<file path="src/rtl/uart_qstat_defs.vh">
// Purpose: Shared constants for the serial port status and shadow block
// Assumes: 8-bit register byte address, 32-bit register data
// Notes:   Definitions only
`ifndef UART_QSTAT_DEFS_VH
`define UART_QSTAT_DEFS_VH

// ==========================================================
// Register byte offsets
`define OFF_DATA      8'h00
`define OFF_QCTRL     8'h08
`define OFF_MODEM     8'h10
`define OFF_TEST_EN   8'h70
`define OFF_TEST_WR   8'h78
`define OFF_STATUS    8'h7c
`define OFF_TX_LEVEL  8'h80
`define OFF_RX_LEVEL  8'h84
`define OFF_SWRST     8'h88
`define OFF_RTS_SHD   8'h8c
`define OFF_IRQ_STAT  8'ha0
`define OFF_IRQ_MASK  8'ha4

// ==========================================================
// Field positions
`define SWRST_TX_FLUSH  2
`define SWRST_RX_FLUSH  1
`define SWRST_PORT      0
`define QCTRL_TX_FLUSH  2
`define QCTRL_RX_FLUSH  1
`define MODEM_RTS       1
`define RTS_SHD_BIT     0
`define TEST_EN_BIT     0
`define STAT_RX_FULL    4
`define STAT_RX_NEMPTY  3
`define STAT_TX_EMPTY   2
`define STAT_TX_NFULL   1
`define STAT_BUSY       0
`define IRQ_RX_DONE     0
`define IRQ_TX_EMPTY    1
`define IRQ_RX_OVERRUN  2

// ==========================================================
// Widths and reset values
`define DATA_W          32
`define BYTE_W          8
`define IRQ_W           3
`define LEVEL_W         5
`define ZERO32          32'h0000_0000
`define RX_LINE_IDLE    1'b1
`define TX_EMPTY_RST    1'b1

`endif

</file>
<file path="src/rtl/sync_queue.v">
// Purpose: Synchronous byte queue with registered head data
// Assumes: Single clock, push and pop ignored when full or empty
// Notes:   LIMIT caps the fill at or below the array size
`timescale 1ns/1ps
module sync_queue #(
  parameter DW    = 8,
  parameter AW    = 4,
  parameter LIMIT = 16
) (
  // Clock and reset
  input  wire          clk,
  input  wire          rst_n,
  // Control
  input  wire          push,
  input  wire [DW-1:0] wdata,
  input  wire          pop,
  input  wire          clr,
  // State
  output reg  [DW-1:0] rdata_q,
  output reg  [AW:0]   count_q,
  output wire          full,
  output wire          empty
);
  reg  [DW-1:0] mem [0:(1<<AW)-1];
  reg  [AW-1:0] wptr_q;
  reg  [AW-1:0] rptr_q;
  wire          do_push = push && !full && !clr;
  wire          do_pop  = pop && !empty && !clr;
  wire [AW-1:0] rptr_d  = clr ? {AW{1'b0}} :
                          (do_pop ? rptr_q + 1'b1 : rptr_q);
  wire [AW:0]   count_d = clr ? {(AW+1){1'b0}} :
                          count_q + {{AW{1'b0}}, do_push}
                                  - {{AW{1'b0}}, do_pop};
  wire [AW:0]   lim     = LIMIT[AW:0];

  assign full  = (count_q == lim);
  assign empty = (count_q == {(AW+1){1'b0}});

  always @(posedge clk) begin
    if (do_push) begin
      mem[wptr_q] <= wdata;
    end
  end

  // Head bypass so a byte pushed into an empty queue reads at once
  always @(posedge clk or negedge rst_n) begin
    if (!rst_n) begin
      wptr_q  <= {AW{1'b0}};
      rptr_q  <= {AW{1'b0}};
      count_q <= {(AW+1){1'b0}};
      rdata_q <= {DW{1'b0}};
    end else begin
      wptr_q  <= clr ? {AW{1'b0}} : (do_push ? wptr_q + 1'b1 : wptr_q);
      rptr_q  <= rptr_d;
      count_q <= count_d;
      rdata_q <= (do_push && count_d == {{AW{1'b0}}, 1'b1}) ?
                 wdata : mem[rptr_d];
    end
  end
endmodule

</file>
<file path="src/rtl/rst_sync.v">
// Purpose: Reset bridge, asynchronous assert and clocked release
// Assumes: arst_n may be a gated combination of reset sources
// Notes:   Two stages before release reaches the port logic
`timescale 1ns/1ps
module rst_sync (
  // Clock and raw reset
  input  wire clk,
  input  wire arst_n,
  // Released reset
  output wire rst_n
);
  reg stage1_q;
  reg stage2_q;

  always @(posedge clk or negedge arst_n) begin
    if (!arst_n) begin
      stage1_q <= 1'b0;
      stage2_q <= 1'b0;
    end else begin
      stage1_q <= 1'b1;
      stage2_q <= stage1_q;
    end
  end

  assign rst_n = stage2_q;
endmodule

</file>
<file path="src/rtl/uart_qstat.v">
// Purpose: Serial port with queue status, level, soft reset and shadows
// Assumes: Register port with one-cycle strobes, read data next cycle
// Notes:   8N1 framing, fixed bit period of BAUD_DIV clocks
//
// Functional notes
// - In queue test mode a written test byte enters the receive queue.
// - Test mode enable bit at 0x70; writes ignored without test option.
// - Queue status flags carry values only with the status option.
// - Status bit 4 is one when the receive queue is full.
// - Status bit 3 is one when the receive queue is not empty.
// - Status bit 2 is one when transmit queue empty; resets to one.
// - Status bit 1 is one when transmit queue not full; resets to one.
// - Status bit 0 is one while a serial transfer runs; resets zero.
// - Transmit level register shows transmit queue fill in five bits.
// - Receive level register shows receive queue fill, resets zero.
// - Soft reset bit 2 flushes transmit queue like queue control does.
// - Soft reset bit 1 flushes receive queue like queue control does.
// - Without queues both flush bits of soft reset are ignored.
// - Soft reset bit 0 resets the port one clock after the write, released on clock.
// - Shadow RTS bit 0 shares storage with modem control RTS bit.
`timescale 1ns/1ps
`include "uart_qstat_defs.vh"
module uart_qstat #(
  parameter QUEUE_BUILT  = 1,
  parameter QUEUE_STAT   = 1,
  parameter QUEUE_ACCESS = 1,
  parameter ADDR_W       = 4,
  parameter BAUD_DIV     = 16,
  parameter CW           = 16
) (
  // Clock and reset
  input  wire                 clk,
  input  wire                 arst_n,
  // Register port
  input  wire [7:0]           addr,
  input  wire [`DATA_W-1:0]   wr_data,
  input  wire                 wr_en,
  input  wire                 rd_en,
  output reg  [`DATA_W-1:0]   rd_data_q,
  // Serial line
  input  wire                 rxd,
  output reg                  txd_q,
  // Modem control
  output reg                  rts_n_q,
  // Interrupt
  output reg                  irq_q
);
  localparam DEPTH = QUEUE_BUILT != 0 ? (1 << ADDR_W) : 1;
  localparam [CW-1:0] DIV_CW    = BAUD_DIV[CW-1:0];
  localparam [CW-1:0] BIT_LAST  = DIV_CW - 1'b1;
  localparam [CW-1:0] HALF_LAST = (DIV_CW >> 1) - 1'b1;
  localparam [3:0]    TX_STOP   = 4'd9;
  localparam [2:0]    RX_LAST   = 3'd7;
  localparam [1:0]    RX_IDLE   = 2'd0;
  localparam [1:0]    RX_START  = 2'd1;
  localparam [1:0]    RX_DATA   = 2'd2;
  localparam [1:0]    RX_STOP   = 2'd3;

  // ==========================================================
  // Port reset
  reg  soft_q;
  wire core_rst_n;
  wire raw_rst_n = arst_n & ~soft_q;
  // Self-clearing request; the bridge below stretches it
  always @(posedge clk or negedge arst_n) begin
    if (!arst_n) begin
      soft_q <= 1'b0;
    end else begin
      soft_q <= wr_en && addr == `OFF_SWRST &&
                wr_data[`SWRST_PORT];
    end
  end

  rst_sync u_rst_sync (
    .clk    (clk),
    .arst_n (raw_rst_n),
    .rst_n  (core_rst_n)
  );

  // ==========================================================
  // Decode
  wire wr_data_reg = wr_en && addr == `OFF_DATA;
  wire wr_qctrl    = wr_en && addr == `OFF_QCTRL;
  wire wr_modem    = wr_en && addr == `OFF_MODEM;
  wire wr_test_en  = wr_en && addr == `OFF_TEST_EN;
  wire wr_test     = wr_en && addr == `OFF_TEST_WR;
  wire wr_swrst    = wr_en && addr == `OFF_SWRST;
  wire wr_rts_shd  = wr_en && addr == `OFF_RTS_SHD;
  wire wr_imask    = wr_en && addr == `OFF_IRQ_MASK;
  wire rd_data_reg = rd_en && addr == `OFF_DATA;
  wire rd_istat    = rd_en && addr == `OFF_IRQ_STAT;

  wire flush_tx = (QUEUE_BUILT != 0) &&
                  ((wr_swrst && wr_data[`SWRST_TX_FLUSH]) ||
                   (wr_qctrl && wr_data[`QCTRL_TX_FLUSH]));
  wire flush_rx = (QUEUE_BUILT != 0) &&
                  ((wr_swrst && wr_data[`SWRST_RX_FLUSH]) ||
                   (wr_qctrl && wr_data[`QCTRL_RX_FLUSH]));

  // ==========================================================
  // Control registers
  reg             test_en_q;
  reg             rts_q;
  reg [`IRQ_W-1:0] imask_q;
  always @(posedge clk or negedge core_rst_n) begin
    if (!core_rst_n) begin
      test_en_q <= 1'b0;
      rts_q     <= 1'b0;
      imask_q   <= {`IRQ_W{1'b0}};
      rts_n_q   <= 1'b1;
    end else begin
      if (wr_test_en && QUEUE_ACCESS != 0) begin
        test_en_q <= wr_data[`TEST_EN_BIT];
      end
      if (wr_modem) begin
        rts_q <= wr_data[`MODEM_RTS];
      end else if (wr_rts_shd) begin
        rts_q <= wr_data[`RTS_SHD_BIT];
      end
      if (wr_imask) begin
        imask_q <= wr_data[`IRQ_W-1:0];
      end
      rts_n_q <= ~rts_q;
    end
  end

  // ==========================================================
  // Queues
  wire [`BYTE_W-1:0] tx_head;
  wire [`BYTE_W-1:0] rx_head;
  wire [ADDR_W:0]    tx_count;
  wire [ADDR_W:0]    rx_count;
  wire               tx_full;
  wire               tx_empty;
  wire               rx_full;
  wire               rx_empty;
  reg                tx_busy_q;
  reg                rx_done_q;
  reg [`BYTE_W-1:0]  rx_sh_q;

  wire test_push = wr_test && test_en_q;
  wire rx_push   = test_push || rx_done_q;
  wire [`BYTE_W-1:0] rx_wdata = test_push ? wr_data[`BYTE_W-1:0] :
                                rx_sh_q;
  wire tx_pop    = !tx_busy_q && !tx_empty;
  wire rx_pop    = rd_data_reg && !rx_empty;
  sync_queue #(
    .DW    (`BYTE_W),
    .AW    (ADDR_W),
    .LIMIT (DEPTH)
  ) u_tx_queue (
    .clk     (clk),
    .rst_n   (core_rst_n),
    .push    (wr_data_reg),
    .wdata   (wr_data[`BYTE_W-1:0]),
    .pop     (tx_pop),
    .clr     (flush_tx),
    .rdata_q (tx_head),
    .count_q (tx_count),
    .full    (tx_full),
    .empty   (tx_empty)
  );

  // Depth one stands in for the plain receive buffer
  sync_queue #(
    .DW    (`BYTE_W),
    .AW    (ADDR_W),
    .LIMIT (DEPTH)
  ) u_rx_queue (
    .clk     (clk),
    .rst_n   (core_rst_n),
    .push    (rx_push),
    .wdata   (rx_wdata),
    .pop     (rx_pop),
    .clr     (flush_rx),
    .rdata_q (rx_head),
    .count_q (rx_count),
    .full    (rx_full),
    .empty   (rx_empty)
  );

  // ==========================================================
  // Transmitter
  reg [CW-1:0]     tx_cnt_q;
  reg [3:0]        tx_bit_q;
  reg [`BYTE_W:0]  tx_sh_q;
  always @(posedge clk or negedge core_rst_n) begin
    if (!core_rst_n) begin
      tx_busy_q <= 1'b0;
      tx_cnt_q  <= {CW{1'b0}};
      tx_bit_q  <= 4'd0;
      tx_sh_q   <= {(`BYTE_W+1){1'b1}};
      txd_q     <= 1'b1;
    end else if (!tx_busy_q) begin
      if (!tx_empty) begin
        tx_busy_q <= 1'b1;
        tx_cnt_q  <= {CW{1'b0}};
        tx_bit_q  <= 4'd0;
        tx_sh_q   <= {1'b1, tx_head};
        txd_q     <= 1'b0;
      end
    end else if (tx_cnt_q == BIT_LAST) begin
      tx_cnt_q <= {CW{1'b0}};
      if (tx_bit_q == TX_STOP) begin
        tx_busy_q <= 1'b0;
      end else begin
        txd_q    <= tx_sh_q[0];
        tx_sh_q  <= {1'b1, tx_sh_q[`BYTE_W:1]};
        tx_bit_q <= tx_bit_q + 4'd1;
      end
    end else begin
      tx_cnt_q <= tx_cnt_q + 1'b1;
    end
  end

  // ==========================================================
  // Receive line synchroniser
  reg rx_s1_q;
  reg rx_s2_q;
  reg rx_s3_q;
  reg rx_line_q;
  // A level counts only once stages two and three agree
  always @(posedge clk or negedge core_rst_n) begin
    if (!core_rst_n) begin
      rx_s1_q   <= `RX_LINE_IDLE;
      rx_s2_q   <= `RX_LINE_IDLE;
      rx_s3_q   <= `RX_LINE_IDLE;
      rx_line_q <= `RX_LINE_IDLE;
    end else begin
      rx_s1_q <= rxd;
      rx_s2_q <= rx_s1_q;
      rx_s3_q <= rx_s2_q;
      if (rx_s2_q == rx_s3_q) begin
        rx_line_q <= rx_s3_q;
      end
    end
  end

  // ==========================================================
  // Receiver
  reg [1:0]    rx_state_q;
  reg [CW-1:0] rx_cnt_q;
  reg [2:0]    rx_bit_q;
  always @(posedge clk or negedge core_rst_n) begin
    if (!core_rst_n) begin
      rx_state_q <= RX_IDLE;
      rx_cnt_q   <= {CW{1'b0}};
      rx_bit_q   <= 3'd0;
      rx_sh_q    <= {`BYTE_W{1'b0}};
      rx_done_q  <= 1'b0;
    end else begin
      rx_done_q <= 1'b0;
      case (rx_state_q)
        RX_IDLE: begin
          rx_cnt_q <= {CW{1'b0}};
          if (!rx_line_q) begin
            rx_state_q <= RX_START;
          end
        end
        RX_START: begin
          if (rx_cnt_q == HALF_LAST) begin
            rx_cnt_q   <= {CW{1'b0}};
            rx_bit_q   <= 3'd0;
            // Short low pulse is noise, not a start bit
            rx_state_q <= rx_line_q ? RX_IDLE : RX_DATA;
          end else begin
            rx_cnt_q <= rx_cnt_q + 1'b1;
          end
        end
        RX_DATA: begin
          if (rx_cnt_q == BIT_LAST) begin
            rx_cnt_q <= {CW{1'b0}};
            rx_sh_q  <= {rx_line_q, rx_sh_q[`BYTE_W-1:1]};
            rx_bit_q <= rx_bit_q + 3'd1;
            if (rx_bit_q == RX_LAST) begin
              rx_state_q <= RX_STOP;
            end
          end else begin
            rx_cnt_q <= rx_cnt_q + 1'b1;
          end
        end
        RX_STOP: begin
          if (rx_cnt_q == BIT_LAST) begin
            rx_cnt_q   <= {CW{1'b0}};
            rx_state_q <= RX_IDLE;
            // Framing errors drop the byte
            rx_done_q  <= rx_line_q;
          end else begin
            rx_cnt_q <= rx_cnt_q + 1'b1;
          end
        end
        default: begin
          rx_state_q <= RX_IDLE;
        end
      endcase
    end
  end

  wire busy = tx_busy_q || rx_state_q != RX_IDLE;

  // ==========================================================
  // Interrupts
  reg  [`IRQ_W-1:0] istat_q;
  reg               tx_empty_q;
  wire [`IRQ_W-1:0] ievent;
  assign ievent[`IRQ_RX_DONE]    = rx_push && !rx_full && !flush_rx;
  assign ievent[`IRQ_TX_EMPTY]   = tx_empty && !tx_empty_q;
  assign ievent[`IRQ_RX_OVERRUN] = (rx_push && rx_full) ||
                                   (test_push && rx_done_q);

  // New events win over the clear of a status read
  always @(posedge clk or negedge core_rst_n) begin
    if (!core_rst_n) begin
      istat_q    <= {`IRQ_W{1'b0}};
      tx_empty_q <= `TX_EMPTY_RST;
      irq_q      <= 1'b0;
    end else begin
      istat_q    <= (rd_istat ? {`IRQ_W{1'b0}} : istat_q) | ievent;
      tx_empty_q <= tx_empty;
      irq_q      <= |(istat_q & imask_q);
    end
  end

  // ==========================================================
  // Read path
  reg  [`DATA_W-1:0] rd_mux;
  wire               stat_on = (QUEUE_STAT != 0);
  always @* begin
    rd_mux = `ZERO32;
    case (addr)
      `OFF_DATA:     rd_mux[`BYTE_W-1:0] = rx_head;
      `OFF_MODEM:    rd_mux[`MODEM_RTS]  = rts_q;
      `OFF_TEST_EN:  rd_mux[`TEST_EN_BIT] = test_en_q;
      `OFF_STATUS: begin
        rd_mux[`STAT_RX_FULL]   = stat_on && rx_full;
        rd_mux[`STAT_RX_NEMPTY] = stat_on && !rx_empty;
        rd_mux[`STAT_TX_EMPTY]  = stat_on && tx_empty;
        rd_mux[`STAT_TX_NFULL]  = stat_on && !tx_full;
        rd_mux[`STAT_BUSY]      = busy;
      end
      `OFF_TX_LEVEL: begin
        if (stat_on) begin
          rd_mux[`LEVEL_W-1:0] = tx_count;
        end
      end
      `OFF_RX_LEVEL: begin
        if (stat_on) begin
          rd_mux[`LEVEL_W-1:0] = rx_count;
        end
      end
      `OFF_RTS_SHD:  rd_mux[`RTS_SHD_BIT] = rts_q;
      `OFF_IRQ_STAT: rd_mux[`IRQ_W-1:0]  = istat_q;
      `OFF_IRQ_MASK: rd_mux[`IRQ_W-1:0]  = imask_q;
      default:       rd_mux = `ZERO32;
    endcase
  end

  // Only data and interrupt status reads change state
  always @(posedge clk or negedge core_rst_n) begin
    if (!core_rst_n) begin
      rd_data_q <= `ZERO32;
    end else begin
      rd_data_q <= rd_en ? rd_mux : `ZERO32;
    end
  end
endmodule

</file>
<file path="config.mk">
export PLATFORM = sky130hd
export DESIGN_NAME = uart_qstat
export DESIGN_NICKNAME = d
export VERILOG_FILES = /design/src/rtl/sync_queue.v /design/src/rtl/rst_sync.v /design/src/rtl/uart_qstat.v
export VERILOG_INCLUDE_DIRS = /design/src /design/src/rtl
export SDC_FILE = /design/constraint.sdc
export NUM_CORES = 1
export LEC_CHECK = 0
export BUFFER_PORTS_ARGS = -buffer_cell sky130_fd_sc_hd__buf_2
export CORE_MARGIN = 10
export CORE_UTILIZATION = 55
export CTS_BUF_LIST = sky130_fd_sc_hd__clkbuf_4
export CTS_CLUSTER_DIAMETER = 80
export DETAILED_ROUTE_END_ITERATION = 8
export PLACE_DENSITY = 0.73
export SLEW_MARGIN = 20
export SYNTH_ARGS = -nofsm -noshare
export SYNTH_HDL_FRONTEND = slang
export SYNTH_SLANG_ARGS = --single-unit
</file>
<file path="constraint.sdc">
create_clock -name clk -period 5.5 [get_ports clk]
set_clock_uncertainty 0.05 [all_clocks]
set_input_delay 0.825 -clock clk [delete_from_list [all_inputs] [get_ports clk]]
set_output_delay 0.825 -clock clk [all_outputs]
set_load 0.05 [all_outputs]
</file>
==> results of run 1 <==
through the flow:
stage | utilization | total power [mW]
5_1_grt | 0.618 | 6.37
3_5_place_dp | 0.576 | 3.74
3_3_place_gp | 0.576 | 3.73
6_report | 0.618 | 6.11
2_1_floorplan | - | 3.62
4_1_cts | 0.618 | 6.15
where the power goes:
group          internal, mW  switching [mW]
combinational         0.187           0.302
clock                  1.27            1.15
sequential             3.13          0.0728
Yosys cell counts, types with 18 or more instances:
master / instances
a21oi_1: 41
a22oi_1: 18
and2_1: 19
and3_1: 27
buf_4: 29
clkbuf_1: 44
dfrtp_1: 113
edfxtp_1: 256
ha_1: 28
inv_1: 42
mux2_2: 24
mux2i_1: 60
nand2_1: 100
nand3_1: 136
nor2_1: 81
nor3_1: 43
nor4_1: 19
o21ai_0: 86
xor2_1: 21
area by class of cell:
type                       instances  area, um^2
antenna                            1        2.50
clock buffer                     146        1100
clock inverter                    34         175
fill                            2406       11700
inverter                          48         180
multi-input combinational        898        5600
sequential                       384       10900
tap                              396         495
timing repair buffer              68         448
repair_timing:
item / 4_1_cts / 5_1_grt
hold buffers: 1 / 0
setup endpoints to repair: 0 / 0
buffers inserted: 0 / 0
hold endpoints to repair: 3 / 0
registers in the layout (all words and copies together), names as in the netlist, 8 cells and up, named ones only:
register            flops
u_rx_queue.rdata_q      8
u_rx_queue.mem        128
u_tx_queue.rdata_q      8
tx_cnt_q               16
tx_sh_q                 8
rx_cnt_q               16
rx_sh_q                 8
u_tx_queue.mem        128
rd_data_q               8
worst max-delay path: cells and delay by family (launching register included):
kind / cells / cell delay, ps
flops: 1 / 400
compound gates: 3 / 710
fa+ha+maj: 4 / 1030
xor+xnor: 1 / 270
mux: 1 / 270
buf+inv: 4 / 320
simple gates: 4 / 1130
per-layer routing:
metal  wire length [um]  part of all wire  global-route usage
met5                 11           0.00028                   0
met4                928             0.024              0.0715
met3               3060             0.078              0.0431
met2              19000              0.48               0.319
met1              16300              0.41               0.265
worst max path at each step:
stage                                    startpoint                         endpoint  slack, ps  depth (start not counted)
global route        u_tx_queue.count_q[3]$_DFF_PN0_  u_tx_queue.rdata_q[5]$_DFF_PN0_        970                         17
detailed placement                          addr[2]  u_rx_queue.rdata_q[0]$_DFF_PN0_        520                         16
global placement                            addr[2]  u_rx_queue.rdata_q[0]$_DFF_PN0_        590                         16
floorplan                                   addr[2]  u_rx_queue.rdata_q[0]$_DFF_PN0_        690                         16
CTS                 u_tx_queue.count_q[3]$_DFF_PN0_  u_tx_queue.rdata_q[7]$_DFF_PN0_       1280                         16
finish              u_tx_queue.count_q[3]$_DFF_PN0_  u_tx_queue.rdata_q[5]$_DFF_PN0_       1230                         17
cell families (layout without fill, tap and decap cells):
group,Yosys count,in the layout
and+or+nand+nor,491,491
buffers and inverters,138,296
muxes,84,84
AOI/OAI and AO/OA,227,227
xor gates and xnor gates,39,39
DFF,384,384
other,2,26
adders and majority gates,32,32
==> results.txt, run 1 <==
----------------------------------------------------
[Clock network]
  Clock net sink count ... 384
  Resize count post-CTS ... 0
  Deepest clock path buffer count ... 3
  Clock network latency to the later pin of the worst-skew pair ... 750 ps
  Library cell used as clock root buffer ... clkbuf_4
  Maximum level of the CTS H-tree ... 3
  Clock-pin slew of the registers on the worst-case setup and hold paths ... 70 ps
  Total CTS buffers ... 97
  CTS tree ... yes

[Timing]
  Tightest hold margin ... 98.2 ps
  Worst path setup slack after routing ... 1230 ps
  Setup-failing EPs final ... 0
  Peak Freq ... between 200 and 250 MHz
  Time the final worst path needs with I/O delays and setup ... 4270 ps
  Share of the clock period used by the worst path ... 0.776
  Final Max Slew Viols ... 0
  Unrepaired setup endpoints after global routing ... no
  Total negative slack for setup checks ... 0 ps
  Tightest slew margin relative to the limit ... 0.388
  Worst Tran Pin Value ... 918 ps
  Final hold vios ... 0

[Critical path]
  Cells traversed along the worst timing path ... inv_1, ha_1, or4b_2, clkinv_1, nor3_1, ha_1, inv_1, ha_1, inv_1, fa_1, xnor2_1, nor2b_1, mux2_2, o2111a_1, nor2_1, o21ai_0, o211ai_1
  Setup crit end kind ... flip-flop
  Library cell contributing the largest single delay on the critical path ... or4b_2
  CP arrival ... 4860 ps
  Startpoint Class ... flip-flop
  R2R depth ... 17
  Endpoint of the lowest-slack register-to-register path ... u_tx_queue.rdata_q[5]$_DFF_PN0_
  Reg-to-reg setup timing slack ... 1230 ps
  Worst R2R Start ... u_tx_queue.count_q[3]$_DFF_PN0_
  Critical Setup Path Class ... reg -> reg
  Highest net fanout along the worst path ... 14
  Data required, critical path ... 6090 ps
  Maximum cell stage delay along the critical path ... 680 ps

[Power]
  Max VDD drop ... around 0.00026 V
  Power Density ... around 320 nW/um^2
  Leak ... 7.37 nW

[Global route]
  Antenna violations before repair ... 2
  Gr usage total ... 0.200
  Via count of the first global-routing pass ... 11,353
  Global-route wire length before repair ... 61,600 um
  Largest net degree at the start of global routing ... between 60 and 70
  Total congestion overflow ... 0

[Detailed routing]
  Routed WL per cell ... 19.9 um
  First-pass iteration count of the detailed router ... 6
  Number of DRC markers in iteration 0 ... 1,075
  Via/cell ratio ... 5.86
  Overall routed net length ... 39,300 um
  DRC Markers ... 0
  Vias ... between 10,000 and 15,000
  Count of nets left with antenna violations after detail routing ... 0

[Logic synthesis]
  Top flip-flop cell by instance count after synthesis ... edfxtp_1
  Post-synthesis instance total ... 1,397
  Mean instance size in the synthesized netlist ... 12.2 um^2
  Post-synth design cell area ... approximately 17,000 um^2
  Cell accounting for the most synthesized area ... edfxtp_1
  Post-synthesis compound-gate area fraction ... 0.0828
  Simple-gate share of the synthesized area ... 0.143
  Synthesis Warnings ... 0
  Adder-cell share of the synthesized area ... 0.0241
  Top cells by area in the synthesized netlist ... edfxtp_1 (45%), dfrtp_1 (17%), nand3_1 (4.0%)
  Asr flop ratio synth ... 0.333
  Mux share of post-synthesis cell area ... 0.0511
  Register bit total from synthesis ... approximately 380
  Xor-xnor portion of the synthesized cell area ... 0.0211
  Area share of the largest cell type after synthesis ... 0.451
  Count of distinct cell types in the synthesized netlist ... 70
  Count of flip-flops with a built-in enable after synthesis ... 256
  Post-synthesis sequential area ratio ... 0.640
  Main combinational cell family by area after synthesis ... simple AND/OR/NAND/NOR gates

[Place]
  Placed insts ... between 1,500 and 2,000
  Instance area after placement ... 17,600 um^2
  # port buffers ... 31
  Routability-driven placement congestion ratio ... 0.901
  Post-Place Setup Slack ... 520 ps
  Total half-perimeter wirelength after legalization and detailed placement ... 24,900 um

[Layout]
  Area growth syn-to-layout ... 10.9%
  Final design area excluding fillers ... 18,900 um^2
  Final cell count without fillers ... 1,975
  Most used cells in the layout excluding fill and tap cells ... edfxtp_1 (256), clkbuf_4 (146), nand3_1 (135)
  Total Nets Final ... 1,572
  Most common cell after layout, fill and taps aside ... edfxtp_1
  Fraction of layout cells with a size suffix above 1 ... 0.180

[Floorplan]
  Die span in y ... roughly 200 um
  Initial standard-cell utilization of the core ... 0.558
  Num rows ... 64
  Horizontal extent of the die ... 196 um
  Io pins ... 80
  Floorplan core area ... about 30,000 um^2
  Area of the die ... 38,500 um^2

[Status]
  Status ... finished, final reports clean

[Min path]
  Worst min-delay path class ... reg -> async

[Run]
  Maxcap violations ... 0

----------------------------------------------------
No activity file was read; power rests on OpenSTA's default activity.
==> run 2, diff against run 1 <==
--- a/config.mk
+++ b/config.mk
@@ -12,7 +12,7 @@
 export CTS_BUF_LIST = sky130_fd_sc_hd__clkbuf_4
 export CTS_CLUSTER_DIAMETER = 80
 export DETAILED_ROUTE_END_ITERATION = 8
-export PLACE_DENSITY = 0.73
+export PLACE_DENSITY = 0.75
 export SLEW_MARGIN = 20
 export SYNTH_ARGS = -nofsm -noshare
 export SYNTH_HDL_FRONTEND = slang
==> constraint.sdc (replaced) <==
create_clock -name clk -period 3.6 [get_ports clk]
set_clock_uncertainty 0.05 [all_clocks]
set_input_delay 0.54 -clock clk [delete_from_list [all_inputs] [get_ports clk]]
set_output_delay 0.54 -clock clk [all_outputs]
set_load 0.05 [all_outputs]
==> run 2 against run 1 <==
Clock power increased by 45%; power increased by 57%; final cell count increased by 2.8%; register-to-register slack got worse by 1200 ps; largest cell class unchanged.
==> results.txt, run 2 (synthesis results as in run 1) <==
----------------------------------------------------
[Layout]
  Fraction of layout cells with a size suffix above 1 ... 0.232 (+0.0516)
  Total Nets Final ... 1,632 (+3.8%)
  Registers with the most flip-flops ... u_rx_queue.mem: 128 flops, u_tx_queue.mem: 128 flops
  Final cell count without fillers ... 2,030 (+2.8%)
  Multi-input gate area ... 5850 um^2 (+4.6%)
  FF+latch area ... 10,900 um^2 (unchanged)
  Most common cell after layout, fill and taps aside ... edfxtp_1
  FILL cells ... 2,325 (-3.4%)
  Most used cells in the layout excluding fill and tap cells ... edfxtp_1 (256), clkbuf_4 (139), nand3_1 (134)
  Area growth syn-to-layout ... 15.0%

[Place]
  Placed insts ... 1,852 (+3.3%)
  # port buffers ... 31 (unchanged)
  Routability-driven placement congestion ratio ... 0.888 (-1.5%)
  Total half-perimeter wirelength after legalization and detailed placement ... 26,700 um (+7.5%)

[Global route]
  Via count of the first global-routing pass ... 11,885 (+4.7%)
  GR peak layer ... met2
  Antenna violations before repair ... 2 (unchanged)
  Global-route wire length before repair ... 63,900 um (+3.8%)
  Total congestion overflow ... 0 (unchanged)
  Largest net degree at the start of global routing ... 74 (+8.8%)
  Met1 routing resource usage after global routing ... 0.254 (-0.0104)
  Met3 Resource Use GR ... 0.0462 (+0.00307)
  GR met2 Demand/Resource ... 0.349 (+0.0299)
  Gr usage total ... 0.208 (+0.00780)

[Timing]
  Peak Freq ... 278 MHz (+19%)
  Setup-failing EPs final ... 0 (unchanged)
  Total negative slack for setup checks ... 0 ps (unchanged)
  Final hold vios ... 0 (unchanged)
  Final Max Slew Viols ... 0 (unchanged)
  Share of the clock period used by the worst path ... 0.998 (+0.222)
  Worst Tran Pin Value ... 895 ps (-22.8 ps)
  Unrepaired setup endpoints after global routing ... yes
  Tightest hold margin ... 72.3 ps (-25.9 ps)
  Time the final worst path needs with I/O delays and setup ... 3590 ps (-676 ps)
  Tightest slew margin relative to the limit ... 0.400 (+0.0130)

[Floorplan]
  Die span in y ... 196 um (unchanged)
  Horizontal extent of the die ... 196 um (unchanged)
  Num rows ... 64 (unchanged)
  Io pins ... 80 (unchanged)
  Initial standard-cell utilization of the core ... 0.558 (unchanged)
  Floorplan core area ... 30,600 um^2 (unchanged)
  Area of the die ... 38,500 um^2 (unchanged)

[Clock network]
  Library cell used as clock root buffer ... clkbuf_4
  Maximum level of the CTS H-tree ... 3 (unchanged)
  Deepest clock path buffer count ... 3 (unchanged)
  Clock net sink count ... 384 (unchanged)
  Clock-pin slew of the registers on the worst-case setup and hold paths ... 80 ps (about the same)
  Total CTS buffers ... 95 (-2.1%)
  CTS tree ... yes
  Clock network latency to the later pin of the worst-skew pair ... 750 ps (about the same)

[Power]
  Max VDD drop ... 0.000413 V (+57%)
  Comb power frac ... 0.122 (+0.042)
  Share of power burned in the clock network ... 0.367 (-0.028)
  Switching power share of the total ... 0.258 (+0.00921)
  Total net switching power ... 2.47 mW (+62%)
  Power Density ... 488 nW/um^2 (+51%)
  Leak ... 7.68 nW (+4.2%)
  Internal power ... 7.10 mW (+55%)
  Share of power burned in registers ... 0.511 (-0.014)

[Critical path]
  Worst R2R Start ... u_tx_queue.count_q[3]$_DFF_PN0_
  Reg-to-reg setup timing slack ... 9 ps (-1220 ps)
  Highest net fanout along the worst path ... 5 (-9)
  Startpoint Class ... flip-flop
  Cells traversed along the worst timing path ... inv_2, ha_4, or4b_4, inv_4, nor3_2, ha_1, inv_1, ha_2, inv_2, fa_2, xnor2_2, nor2b_1, mux2_4, o2111a_2, or2_4, o211ai_1
  Combined buffer and inverter count along the critical path ... 4 (unchanged)
  R2R depth ... 16 (-1)
  CP delay by family, top ... adder cells
  Data required, critical path ... 4210 ps (-1880 ps)
  Library cell contributing the largest single delay on the critical path ... or4b_4
  Setup crit end kind ... flip-flop
  Most prevalent standard cell on the critical path ... inv_2
  Maximum cell stage delay along the critical path ... 470 ps (-210 ps)
  Critical Setup Path Class ... reg -> reg
  Endpoint of the lowest-slack register-to-register path ... u_tx_queue.rdata_q[2]$_DFF_PN0_
  CP arrival ... 4200 ps (-660 ps)

[Detailed routing]
  Routed WL per cell ... 19.8 um (-0.55%)
  Count of nets left with antenna violations after detail routing ... 0 (unchanged)
  First-pass iteration count of the detailed router ... 5 (-1)
  Number of DRC markers in iteration 0 ... 1,007 (-6.3%)
  Overall routed net length ... 40,200 um (+2.2%)
  DRC Markers ... 0 (unchanged)
  Vias ... 11,924 (+3.0%)
  Via/cell ratio ... 5.87 (+0.22%)

[Status]
  Status ... finished, final reports clean

[Min path]
  Worst min-delay path class ... in -> reg
  Depth of the worst hold-timing path ... 3
  Min-Delay Startpoint ... wr_en
  Capture endpoint of the worst hold path ... rts_q$_DFFE_PN0P_

[Run]
  Maxcap violations ... 0 (unchanged)

----------------------------------------------------
[run 2: cell type report]
cell class              instances  area share
clock buffers                 139      0.0532
clock inverters                33     0.00766
well taps                     396      0.0253
flip-flops and latches        384       0.556
inverters                      48     0.00970
diodes                          2    0.000255
multi-input cells             898       0.298
repair buffers                130      0.0490
[run 2: how the worst max path moves through the flow]
| stage | from | to | cells past startpoint |
|---|---|---|---|
| global placement | addr[2] | u_tx_queue.rdata_q[2]$_DFF_PN0_ | 17 |
| global route | u_tx_queue.count_q[3]$_DFF_PN0_ | u_tx_queue.rdata_q[4]$_DFF_PN0_ | 16 |
| finish | u_tx_queue.count_q[3]$_DFF_PN0_ | u_tx_queue.rdata_q[2]$_DFF_PN0_ | 16 |
| floorplan | addr[7] | u_rx_queue.rdata_q[0]$_DFF_PN0_ | 17 |
| detailed placement | addr[2] | u_tx_queue.rdata_q[2]$_DFF_PN0_ | 17 |
| CTS | u_tx_queue.count_q[3]$_DFF_PN0_ | u_tx_queue.rdata_q[2]$_DFF_PN0_ | 16 |
[run 2: what timing repair did]
action	in CTS	in global routing
gates resized for setup	4	36
pin swaps	1	31
endpoints found under the setup margin	9	16
buffers inserted	0	3
endpoints found under the hold margin	4	0
hold buffers	2	0
cloned	0	0
[run 2: metal layers]
layer / vias to the layer above / wire length, um
met3: 100 / 2860
met1: 5838 / 15800
li1: 5490 / -
met4: 0 / 1440
met2: 496 / 20100
met5: - / 0
[run 2: per-stage QoR]
stage	cell area [um^2]	total power, mW	utilization	setup WS [ps]
5_1_grt	19600	10.0	0.641	-136
2_1_floorplan	17200	5.61	-	-270
4_1_cts	19400	9.48	0.635	4.49
3_5_place_dp	18200	5.94	0.595	-632
3_3_place_gp	18200	5.90	0.595	-529
6_report	19600	9.57	0.641	8.57
[run 2: tightest hold or removal path: cells and delay by family]
family          cells  cell delay [ps]
buf+inv             2              230
compound gates      1               70
[run 2: power groups by stage]
stage               clock network, mW  registers [mW]  logic, mW
finish                           3.51            4.89       1.17
floorplan                           0            4.96      0.647
global route                     3.86            4.89       1.26
detailed placement                  0            4.97      0.975
global placement                    0            4.96      0.937
CTS                              3.60            4.88      0.997
